[config.mk]
export PLATFORM = sky130hd
export DESIGN_NAME = camera_output_line_mux
export DESIGN_NICKNAME = d
export VERILOG_FILES = /design/src/rtl/cam_line_pkg.sv /design/src/rtl/camera_output_line_mux.sv /design/src/rtl/line_debounce.sv /design/src/rtl/square_wave.sv
export SDC_FILE = /design/constraint.sdc
export NUM_CORES = 1
export LEC_CHECK = 0
export CAP_MARGIN = 20
export CELL_PAD_IN_SITES_DETAIL_PLACEMENT = 0
export CELL_PAD_IN_SITES_GLOBAL_PLACEMENT = 1
export CORE_MARGIN = 1.5
export CORE_UTILIZATION = 55
export CTS_CLUSTER_DIAMETER = 40
export DETAILED_ROUTE_END_ITERATION = 12
export DONT_BUFFER_PORTS = 1
export HOLD_SLACK_MARGIN = 0.06
export PLACE_DENSITY_LB_ADDON = 0.08
export SLEW_MARGIN = 30
export SYNTH_ARGS = -nofsm -noshare
export SYNTH_HDL_FRONTEND = slang
export SYNTH_HIERARCHICAL = 1
export SYNTH_SLANG_ARGS = --single-unit
[constraint.sdc]
create_clock -name clk -period 7.2 [get_ports clk]
set_input_delay 0.72 -clock clk [delete_from_list [all_inputs] [get_ports clk]]
set_output_delay 0.72 -clock clk [all_outputs]
set_load 0.02 [all_outputs]
[src/rtl/cam_line_pkg.sv]
// Constants, types and carriers shared by the camera output line selector.
// Assumes one 200 MHz system clock and an active-high asynchronous reset.
package cam_line_pkg;

   // ************************************************************
   // Clock and timing.
   // ************************************************************
   localparam int unsigned CLK_HZ = 200_000_000;
   localparam int unsigned PPS_PERIOD_MS = 1000;
   localparam int unsigned BLINK_PERIOD_MS = 100;
   localparam int unsigned ACT_HOLD_MS = 50;
   localparam int unsigned PPS_HALF_CYC = (CLK_HZ / 1000) * PPS_PERIOD_MS / 2;
   localparam int unsigned BLINK_HALF_CYC = (CLK_HZ / 1000) * BLINK_PERIOD_MS / 2;
   localparam int unsigned ACT_HOLD_CYC = (CLK_HZ / 1000) * ACT_HOLD_MS;
   localparam int unsigned TRIG_DLY_CYC = 4;
   localparam logic [15:0] DEB_TIME_RST = 16'h0190;

   // ************************************************************
   // Register map, byte addresses on the plain register port.
   // ************************************************************
   localparam logic [7:0] ADDR_SEL_OPTO = 8'h00;
   localparam logic [7:0] ADDR_SEL_BIDIR = 8'h04;
   localparam logic [7:0] ADDR_CTRL = 8'h08;
   localparam logic [7:0] ADDR_DEB_TIME = 8'h0C;
   localparam logic [7:0] ADDR_STATUS = 8'h10;
   localparam int unsigned CTRL_USER1 = 0;
   localparam int unsigned CTRL_USER2 = 1;
   localparam int unsigned CTRL_SW0 = 2;
   localparam int unsigned CTRL_SW1 = 3;
   localparam int unsigned CTRL_BIDIR_OUT = 4;
   localparam logic [4:0] CTRL_RST = 5'h00;

   // Source codes of the output line selectors.
   typedef enum logic [3:0] {
      SRC_FRAME_WAIT = 4'h0, SRC_FRAME_TRIG = 4'h1, SRC_EXPOSURE = 4'h2,
      SRC_ACQ_WAIT = 4'h3, SRC_ACQ_TRIG = 4'h4, SRC_READOUT = 4'h5,
      SRC_DEB_OPTO = 4'h6, SRC_DEB_BIDIR = 4'h7, SRC_USER1 = 4'h8,
      SRC_USER2 = 4'h9, SRC_TIMER0 = 4'hA, SRC_SW0 = 4'hB,
      SRC_SW1 = 4'hC, SRC_LOGIC0 = 4'hD, SRC_PPS = 4'hE
   } src_t;
   localparam src_t SRC_RST = SRC_FRAME_WAIT;

   // ************************************************************
   // Carriers.
   // ************************************************************
   typedef struct packed {
      logic exposure_start;
      logic exposure_end;
      logic frame_out_done;
      logic transfer_start;
      logic transfer_done;
   } cam_events_t;

   typedef struct packed {
      logic link_up;
      logic gigabit;
      logic activity;
   } link_state_t;

   typedef struct packed {
      logic [2:0] sync;
      logic [15:0] cnt;
      logic filt;
   } deb_state_t;

   typedef struct packed {
      logic [31:0] cnt;
      logic wave;
   } sqw_state_t;

   typedef struct packed {
      src_t sel_opto;
      src_t sel_bidir;
      logic [4:0] ctrl;
      logic [15:0] deb_time;
      logic frame_wait;
      logic exposing;
      logic acq_wait;
      logic acq_pulse;
      logic [TRIG_DLY_CYC-1:0] trig_pipe;
      logic opto_out;
      logic bidir_oe;
      logic led_speed;
      logic led_act;
      logic [31:0] act_cnt;
      logic [31:0] rdata;
   } mux_state_t;

endpackage

[src/rtl/camera_output_line_mux.sv]
// Output line selector for the opto-isolated output and the open-collector line,
// with debounced inputs, camera state sources and the two link lamps.
// Assumes camera events, timer, logic block and link status come from logic on clk.
`timescale 1ns/100ps
module camera_output_line_mux
   import cam_line_pkg::*;
#(
   parameter int unsigned PPS_CYC = PPS_HALF_CYC,
   parameter int unsigned BLINK_CYC = BLINK_HALF_CYC,
   parameter int unsigned ACT_CYC = ACT_HOLD_CYC
)
(
   // Clock and reset.
   input wire logic clk,
   input wire logic rst,
   // Register port.
   input wire logic [7:0] addr,
   input wire logic [31:0] wdata,
   input wire logic wr,
   input wire logic rd,
   output logic [31:0] rdata,
   // Camera sources on clk.
   input wire cam_events_t events,
   input wire logic sensor_frame_valid,
   input wire logic timer0_active,
   input wire logic logic_block0,
   // Link status.
   input wire link_state_t link,
   // Pins.
   input wire logic opto_input_line,
   output logic opto_output_line,
   input wire logic bidir_oc_line_in,
   output logic bidir_oc_line_out,
   output logic bidir_oc_line_oe,
   // Lamps.
   output logic led_speed,
   output logic led_activity
);

   localparam logic [31:0] ACT_LOAD = 32'(ACT_CYC);

   // ************************************************************
   // Helper functions.
   // ************************************************************

   // Picks the selected source; unused codes give low.
   function automatic logic src_mux(input src_t sel, input logic [14:0] vec);
      logic bit_out;
      bit_out = 1'b0;
      if (sel <= SRC_PPS) begin
         bit_out = vec[sel];
      end
      return bit_out;
   endfunction

   // Accepts only defined source codes from a write.
   function automatic src_t src_check(input logic [3:0] val, input src_t old);
      src_t res;
      res = old;
      if (val <= 4'hE) begin
         res = src_t'(val);
      end
      return res;
   endfunction

   // ************************************************************
   // Sub-blocks.
   // ************************************************************
   mux_state_t s_ff, nxt_s;
   logic deb_opto;
   logic deb_bidir;
   logic pps_wave;
   logic blink_wave;
   logic [14:0] src_vec;

   line_debounce u_deb_opto (
      .clk(clk),
      .rst(rst),
      .pin(opto_input_line),
      .deb_time(s_ff.deb_time),
      .filt(deb_opto)
   );

   line_debounce u_deb_bidir (
      .clk(clk),
      .rst(rst),
      .pin(bidir_oc_line_in),
      .deb_time(s_ff.deb_time),
      .filt(deb_bidir)
   );

   square_wave #(.HALF_CYC(PPS_CYC)) u_pps (
      .clk(clk),
      .rst(rst),
      .run(1'b1),
      .wave(pps_wave)
   );

   square_wave #(.HALF_CYC(BLINK_CYC)) u_blink (
      .clk(clk),
      .rst(rst),
      .run(s_ff.act_cnt != 32'h0000_0000),
      .wave(blink_wave)
   );

   // ************************************************************
   // Source vector, indexed by source code.
   // ************************************************************
   always_comb begin
      src_vec = '0;
      src_vec[SRC_FRAME_WAIT] = s_ff.frame_wait;
      src_vec[SRC_FRAME_TRIG] = s_ff.trig_pipe[TRIG_DLY_CYC-1];
      src_vec[SRC_EXPOSURE] = s_ff.exposing;
      src_vec[SRC_ACQ_WAIT] = s_ff.acq_wait;
      src_vec[SRC_ACQ_TRIG] = s_ff.acq_pulse;
      src_vec[SRC_READOUT] = sensor_frame_valid;
      src_vec[SRC_DEB_OPTO] = deb_opto;
      src_vec[SRC_DEB_BIDIR] = deb_bidir;
      src_vec[SRC_USER1] = s_ff.ctrl[CTRL_USER1];
      src_vec[SRC_USER2] = s_ff.ctrl[CTRL_USER2];
      src_vec[SRC_TIMER0] = timer0_active;
      src_vec[SRC_SW0] = s_ff.ctrl[CTRL_SW0];
      src_vec[SRC_SW1] = s_ff.ctrl[CTRL_SW1];
      src_vec[SRC_LOGIC0] = logic_block0;
      src_vec[SRC_PPS] = pps_wave;
   end

   // ************************************************************
   // Next state.
   // ************************************************************
   always_comb begin
      nxt_s = s_ff;
      // Configuration writes.
      if (wr) begin
         case (addr)
            ADDR_SEL_OPTO: begin
               nxt_s.sel_opto = src_check(wdata[3:0], s_ff.sel_opto);
            end
            ADDR_SEL_BIDIR: begin
               nxt_s.sel_bidir = src_check(wdata[3:0], s_ff.sel_bidir);
            end
            ADDR_CTRL: begin
               nxt_s.ctrl = wdata[4:0];
            end
            ADDR_DEB_TIME: begin
               nxt_s.deb_time = wdata[15:0];
            end
            default: begin
               nxt_s.ctrl = s_ff.ctrl;
            end
         endcase
      end
      // Register reads answer in the next cycle; unmapped reads give zero.
      nxt_s.rdata = 32'h0000_0000;
      if (rd) begin
         case (addr)
            ADDR_SEL_OPTO: nxt_s.rdata = {28'h0000000, s_ff.sel_opto};
            ADDR_SEL_BIDIR: nxt_s.rdata = {28'h0000000, s_ff.sel_bidir};
            ADDR_CTRL: nxt_s.rdata = {27'h0000000, s_ff.ctrl};
            ADDR_DEB_TIME: nxt_s.rdata = {16'h0000, s_ff.deb_time};
            ADDR_STATUS: begin
               nxt_s.rdata = {22'h000000, pps_wave, s_ff.led_act, s_ff.led_speed,
                  s_ff.acq_wait, s_ff.exposing, s_ff.frame_wait, deb_bidir, deb_opto,
                  s_ff.bidir_oe, s_ff.opto_out};
            end
            default: nxt_s.rdata = 32'h0000_0000;
         endcase
      end
      // Frame wait falls at exposure start and rises once the image is out.
      if (events.exposure_start) begin
         nxt_s.frame_wait = 1'b0;
      end else if (events.frame_out_done) begin
         nxt_s.frame_wait = 1'b1;
      end
      // Exposure level follows the exposure start and end events.
      if (events.exposure_start) begin
         nxt_s.exposing = 1'b1;
      end else if (events.exposure_end) begin
         nxt_s.exposing = 1'b0;
      end
      // Acquisition wait is low for the whole transfer.
      if (events.transfer_start) begin
         nxt_s.acq_wait = 1'b0;
      end else if (events.transfer_done) begin
         nxt_s.acq_wait = 1'b1;
      end
      nxt_s.acq_pulse = events.transfer_start;
      // The trigger path models the internal processing delay.
      nxt_s.trig_pipe = {s_ff.trig_pipe[TRIG_DLY_CYC-2:0], deb_opto};
      // Registered line outputs keep glitches off the pins.
      nxt_s.opto_out = src_mux(s_ff.sel_opto, src_vec);
      // Open collector pulls low only when configured as an output.
      nxt_s.bidir_oe = s_ff.ctrl[CTRL_BIDIR_OUT] && !src_mux(s_ff.sel_bidir, src_vec);
      // Lamps: speed from link rate, activity blinks until the hold time after the last traffic runs out.
      nxt_s.led_speed = link.link_up && link.gigabit;
      if (link.link_up && link.activity) begin
         nxt_s.act_cnt = ACT_LOAD;
      end else if (!link.link_up) begin
         nxt_s.act_cnt = 32'h0000_0000;
      end else if (s_ff.act_cnt != 32'h0000_0000) begin
         nxt_s.act_cnt = s_ff.act_cnt - 32'h0000_0001;
      end
      nxt_s.led_act = (s_ff.act_cnt != 32'h0000_0000) && !blink_wave;
   end

   // ************************************************************
   // State register.
   // ************************************************************
   always_ff @(posedge clk or posedge rst) begin
      if (rst) begin
         s_ff <= '0;
         s_ff.sel_opto <= SRC_RST;
         s_ff.sel_bidir <= SRC_RST;
         s_ff.ctrl <= CTRL_RST;
         s_ff.deb_time <= DEB_TIME_RST;
         s_ff.frame_wait <= 1'b1;
         s_ff.acq_wait <= 1'b1;
         s_ff.opto_out <= 1'b1;
      end else begin
         s_ff <= nxt_s;
      end
   end

   // Outputs straight from the state register; the open-collector data is low.
   assign rdata = s_ff.rdata;
   assign opto_output_line = s_ff.opto_out;
   assign bidir_oc_line_out = 1'b0;
   assign bidir_oc_line_oe = s_ff.bidir_oe;
   assign led_speed = s_ff.led_speed;
   assign led_activity = s_ff.led_act;
endmodule

[src/rtl/line_debounce.sv]
// Synchroniser and debounce filter for one input pin.
// Assumes the pin is asynchronous to clk; the time is given in clock cycles.
`timescale 1ns/100ps
module line_debounce
   import cam_line_pkg::*;
(
   // Clock and reset.
   input wire logic clk,
   input wire logic rst,
   // Pin and setting.
   input wire logic pin,
   input wire logic [15:0] deb_time,
   // Filtered level.
   output logic filt
);

   deb_state_t s_ff, nxt_s;

   // A level is accepted once the 2nd and 3rd stages agree and it has stood long enough.
   always_comb begin
      nxt_s = s_ff;
      nxt_s.sync = {s_ff.sync[1:0], pin};
      if ((s_ff.sync[1] == s_ff.sync[2]) && (s_ff.sync[2] != s_ff.filt)) begin
         if (s_ff.cnt >= deb_time) begin
            nxt_s.filt = s_ff.sync[2];
            nxt_s.cnt = 16'h0000;
         end else begin
            nxt_s.cnt = s_ff.cnt + 16'h0001;
         end
      end else begin
         nxt_s.cnt = 16'h0000;
      end
   end

   // State register.
   always_ff @(posedge clk or posedge rst) begin
      if (rst) begin
         s_ff <= '0;
      end else begin
         s_ff <= nxt_s;
      end
   end

   assign filt = s_ff.filt;
endmodule

[src/rtl/square_wave.sv]
// Free-running square wave of a set half period, held low while not running.
// Assumes HALF_CYC is at least 2 clock cycles.
`timescale 1ns/100ps
module square_wave
   import cam_line_pkg::*;
#(
   parameter int unsigned HALF_CYC = PPS_HALF_CYC
)
(
   // Clock and reset.
   input wire logic clk,
   input wire logic rst,
   // Control and wave.
   input wire logic run,
   output logic wave
);

   localparam logic [31:0] LAST = 32'(HALF_CYC - 1);

   sqw_state_t s_ff, nxt_s;

   // Toggle each half period; equal halves give half duty.
   always_comb begin
      nxt_s = s_ff;
      if (!run) begin
         nxt_s = '0;
      end else if (s_ff.cnt >= LAST) begin
         nxt_s.cnt = 32'h0000_0000;
         nxt_s.wave = ~s_ff.wave;
      end else begin
         nxt_s.cnt = s_ff.cnt + 32'h0000_0001;
      end
   end

   // State register.
   always_ff @(posedge clk or posedge rst) begin
      if (rst) begin
         s_ff <= '0;
      end else begin
         s_ff <= nxt_s;
      end
   end

   assign wave = s_ff.wave;

endmodule

### After elaboration in Yosys (flattened, before gate mapping)

Index checks and enable logic that the tools add are counted.

| word-level totals | value |
|---|---|
| register bits | 211 |
| input port bits | 57 |
| output and inout port bits | 37 |
| word-level logic and storage cells | 95 |

| operators by class | value |
|---|---|
| add/subtract/negate cells | 5 |
| $lt $le $gt $ge | 9 |
| equal/unequal tests | 10 |
| mux-type cells | 25 |
| bitwise gates (word level) | 2 |
| reduce and logical (&&, ||, !) cells | 19 |

Operators with widths:

| cell | count |
|---|---|
| $mux W32 | 5 |
| $mux W16 | 5 |
| $pmux W16 S5 | 1 |
| $add A32 B1 Y32 const B | 2 |
| $mux W33 | 1 |
| $add A16 B1 Y16 const B | 2 |
| $ge A16 B16 Y1 | 2 |
| $ge A32 B24 Y1 const B | 1 |
| $ge A32 B27 Y1 const B | 1 |
| $reduce_bool A32 Y1 | 1 |
| $sub A32 B1 Y32 const B | 1 |
| $eq A8 B4 Y1 const B | 2 |
| $le A4 B4 Y1 const B | 3 |
| $mux W1 | 11 |
| $lt A4 B5 Y1 const B | 2 |
| $bmux W1 S4 | 2 |
| $eq A8 B3 Y1 const B | 1 |
| $eq A8 B5 Y1 const B | 1 |
| $logic_not A8 Y1 | 1 |
| $reduce_and A2 Y1 | 4 |
| $logic_and A1 B1 Y1 | 6 |
| $reduce_and A3 Y1 | 2 |
| $reduce_bool A2 Y1 | 3 |
| $ne A3 B1 Y1 const B | 1 |
| other kinds (5) | 9 |

### Depth between registers and ports, before layout

| depth | value |
|---|---|
| depth in word-level cells | 5 |
| mapped depth | 13 |
| mapped depth without buffers | 10 |

### By module

The synthesis kept the hierarchy.

By module, submodules not included:

| module | instances | cells an instance | area an instance (µm²) | sequential area each (µm²) |
|---|---|---|---|---|
| camera_output_line_mux | 1 | 393 | 4410.5 | 2234.6 |
| line_debounce | 2 | 141 | 1333.8 | 500.5 |
| square_wave at u_pps | 1 | 147 | 1539.0 | 825.8 |
| square_wave at u_blink | 1 | 146 | 1502.7 | 825.8 |

### Worst setup path after synthesis

Ideal clock, no wire load.

| timing path | value |
|---|---|
| path kind | input port to flip-flop |
| start | input addr[0] |
| end | register, netlist name s_ff[76] |
| library setup time | 0.125 ns |
| arrival time | 2.644 ns |
| data required time | 7.075 ns |
| setup slack | 4.431 ns |
| stages on the path | 6 |
| path buffers | 2 |
| cells stage by stage | or4_1 > nor4b_1 > and3_1 > buf_2 > buf_2 > mux2_2 |

RTL lines:

| item | RTL line | RTL |
|---|---|---|
| start: declaration | camera_output_line_mux.sv:17 | `input wire logic [7:0] addr,` |

==> results.sh <==
export IMPL_gp_congestion=0.843
export IMPL_cts_hold_buf=0
export IMPL_fin_area_sq_um=10800
export IMPL_cpLargestDelayFamily="simple AND/OR/NAND/NOR gates"
export IMPL_drtIter0Drc=426
export IMPL_grt_total_usage_pct=22.3
export IMPL_synthTopCellsByArea="dfrtp_1 47%, ha_1 4.6%, nor2_1 4.5%"
export IMPL_finalSetupTns_ns=0
export IMPL_overflow=0
export IMPL_grt_start_max_net_pins=77
export IMPL_insertion_delay_ns=0.43
export IMPL_layout_commonest_cell="dfrtp_1"
export IMPL_n_antenna_cell=0
export IMPL_cp_max_fo=25
export IMPL_dr_total_vias=6845
export IMPL_vdd_drop_max_v=0.000211
export IMPL_final_cells=1198
export IMPL_rsz0062_at_grt="false"
export IMPL_via_per_inst=5.71
export IMPL_rows=49
export IMPL_ys_flop_type="dfrtp_1"
export IMPL_postCtsSetupBuffers=0
export IMPL_criticalPathCategory="register to register"
export IMPL_fill_cells=1535
export IMPL_die_area_sq_um=19200
export IMPL_r2r_slack_ns=3.72
export IMPL_dpl_hpwl_mm=14.7
export IMPL_place_port_buffers=0
export IMPL_drtPass1Iterations=5
export IMPL_place_inst=1166
export IMPL_syn_cell_area_sq_um=10100
export IMPL_die_w_um=139
export IMPL_status="finished clean"
export IMPL_skew_ns=0.00937
export IMPL_hold_ws_ns=0.0832
export IMPL_nets=1050
export IMPL_setup_violations_final=0
export IMPL_yosysWarnings=6
export IMPL_synth_edf_count=0
export IMPL_slew_violations=0
export IMPL_timing_critical_path_slowest_cell_delay_ns=0.71
export IMPL_worstMarginPinSlew_ns=0.880
export IMPL_cp_cell_sequence="inv_1 -> ha_1 -> nor3b_1 -> nand4_1 -> nor3_2 -> inv_2 -> nor4b_1 -> nand4_1 -> or3_1 -> mux2_2"
export IMPL_routedWlPerCell_um=17.0
export IMPL_grt_pass1_wl_mm=34.7
export IMPL_areaGrowthSynthToFinish_pct=6.32
export IMPL_powerDensity_nw_per_um2=228
export IMPL_postSynthCellCount=968
export IMPL_cp_data_required_time_ns=7.51
export IMPL_drive_gt1_share_pct=13.5
export IMPL_clock_sinks=195
export IMPL_antenna_found_initial=1
export IMPL_final_cell_mix="189 x dfrtp_1, 120 x nor2_1, 52 x nand2_1"
export IMPL_max_cap_violations=0
export IMPL_hold_path_class="input port to async pin"
export IMPL_wirelength_mm=20.3
export IMPL_cts_resized_gates=0
export IMPL_cp_common_cell="nand4_1"
export IMPL_dpl_cell_area_sq_um=10100
export IMPL_drc_errors=0
export IMPL_slowest_stage="or3_1"
export IMPL_final_antenna_net_count=0
export IMPL_max_freq_mhz=287
export IMPL_yosysTopAreaCellShare_pct=46.7
export IMPL_path_buf_inv=2
export IMPL_cts_tree="done"
export IMPL_ys_seq_elements=195
export IMPL_ios=94
export IMPL_synth_largest_area_cell="dfrtp_1"
export IMPL_cts_htree_levels=4
export IMPL_clock_path_buffers=2
export IMPL_worst_setup_path_start_kind="register"
export IMPL_avgSynthCellArea_sq_um=10.5
export IMPL_hold_viol=0
export IMPL_slew_headroom_pct=40.5
export IMPL_synth_cell_types=64
export IMPL_grt_pass1_vias=6947
export IMPL_cts_clk_slew_worst_paths_ns=0.07
export IMPL_core_area_sq_um=18000
export IMPL_post_route_min_period_ns=3.48
export IMPL_die_h_um=139
export IMPL_ys_seq_area_share_pct=48.3
export IMPL_post_route_period_util_pct=48.3
export IMPL_root_buffer="clkbuf_16"
export IMPL_cp_arrival_ns=3.79
export IMPL_cts_inserted_buffers=17
export IMPL_start_util_pct=56.1
export IMPL_p_leak_nw=4.51
export IMPL_synth_async_reset_ratio_pct=100
export IMPL_crit_path_end_kind="register"
## state kept, by name, indices dropped and copies added (netlist names)
signal,count
u_deb_opto/filt,1
u_blink/s_ff,32
u_pps/s_ff,32
u_blink/wave,1
u_deb_opto/s_ff,17
opto_output_line,1
nxt_s,3
rdata,16
bidir_oc_line_oe,1
u_deb_bidir/nxt_s,2
u_deb_bidir/filt,1
led_speed,1
led_activity,1
u_pps/wave,1
u_deb_bidir/s_ff,17
u_deb_opto/nxt_s,2
s_ff,66
## final timing paths
check	start	to	cells after the start
setup / recovery	s_ff[32]$_DFFE_PP0P_	u_blink/wave$_DFFE_PP0P_	10
hold / removal	rst	rdata[7]$_DFF_PP0_	1
setup reg to reg	s_ff[32]$_DFFE_PP0P_	u_blink/wave$_DFFE_PP0P_	10
hold reg to reg	nxt_s[69]$_DFF_PP0_	nxt_s[70]$_DFF_PP0_	0
max in group asynchronous	rst	s_ff[62]$_DFFE_PP0P_	2
min in group clk	opto_input_line	u_deb_opto/nxt_s[18]$_DFF_PP0_	0
## layout make-up
class | count | area (sq um) | share of cell area [%]
repair buffers | 4 | 33.8 | 0.314
clock buffers | 20 | 447 | 4.15
flip-flops and latches | 195 | 4890 | 45.4
well taps | 229 | 287 | 2.66
inverters | 52 | 196 | 1.83
multi-input cells | 686 | 4710 | 43.7
clock inverters | 12 | 201 | 1.87
## through the flow
stage	util, %	power, mW	setup WS, ns
after floorplan	-	1.40	4.18
after global placement	56.1	1.43	3.83
after detailed placement	56.1	1.44	3.72
after CTS	59.7	2.48	3.72
after global routing	59.7	2.57	3.41
final	59.7	2.46	3.72
## worst register-to-register path, stage by stage (launching register included)
cell and delay, ns:
dfrtp_1 0.41, inv_1 0.09, ha_1 0.20, nor3b_1 0.37, nand4_1 0.43, nor3_2 0.35
inv_2 0.15, nor4b_1 0.17, nand4_1 0.10, or3_1 0.71, mux2_2 0.42
## synthesized netlist by cell type, drive strengths merged, types with 6 or more instances
library cell	count
dfrtp	189
nor2	143
inv	52
nand2	52
buf	47
xor2	47
xnor2	38
ha	37
nand3	37
nand4	32
mux2	31
a21oi	30
nor3	20
o21ai	19
and3	17
clkbuf	16
nor4	14
mux4	12
or3	12
nand2b	11
a31oi	9
and2	8
or4	8
a31o	6
dfstp	6
nor2b	6
o21a	6
## cells by family after synthesis
group,count (synthesis),synth area share (%)
muxes,46,6.42
xor gates and xnor gates,85,7.36
buffers and inverters,115,6.28
DFF,195,48.3
other,4,0.148
AOI/OAI and AO/OA,104,6.78
and+or+nand+nor,382,20.2
adders and majority gates,37,4.57
## power by group
part	switching, mW	internal (mW)	leakage (nW)	total, mW
Sequential	0.0598	1.15	2.60	1.20
Clock	0.409	0.628	0.311	1.04
Combinational	0.128	0.0861	1.60	0.214
## routing by layer
metal	routed length, um	track usage, %	up-vias
li1	-	-	3286
met1	9120	29.2	3414
met2	10300	38.4	115
met3	629	3.87	28
met4	256	6.30	2
met5	10	0	-
Power figures use the tool's default switching activity.
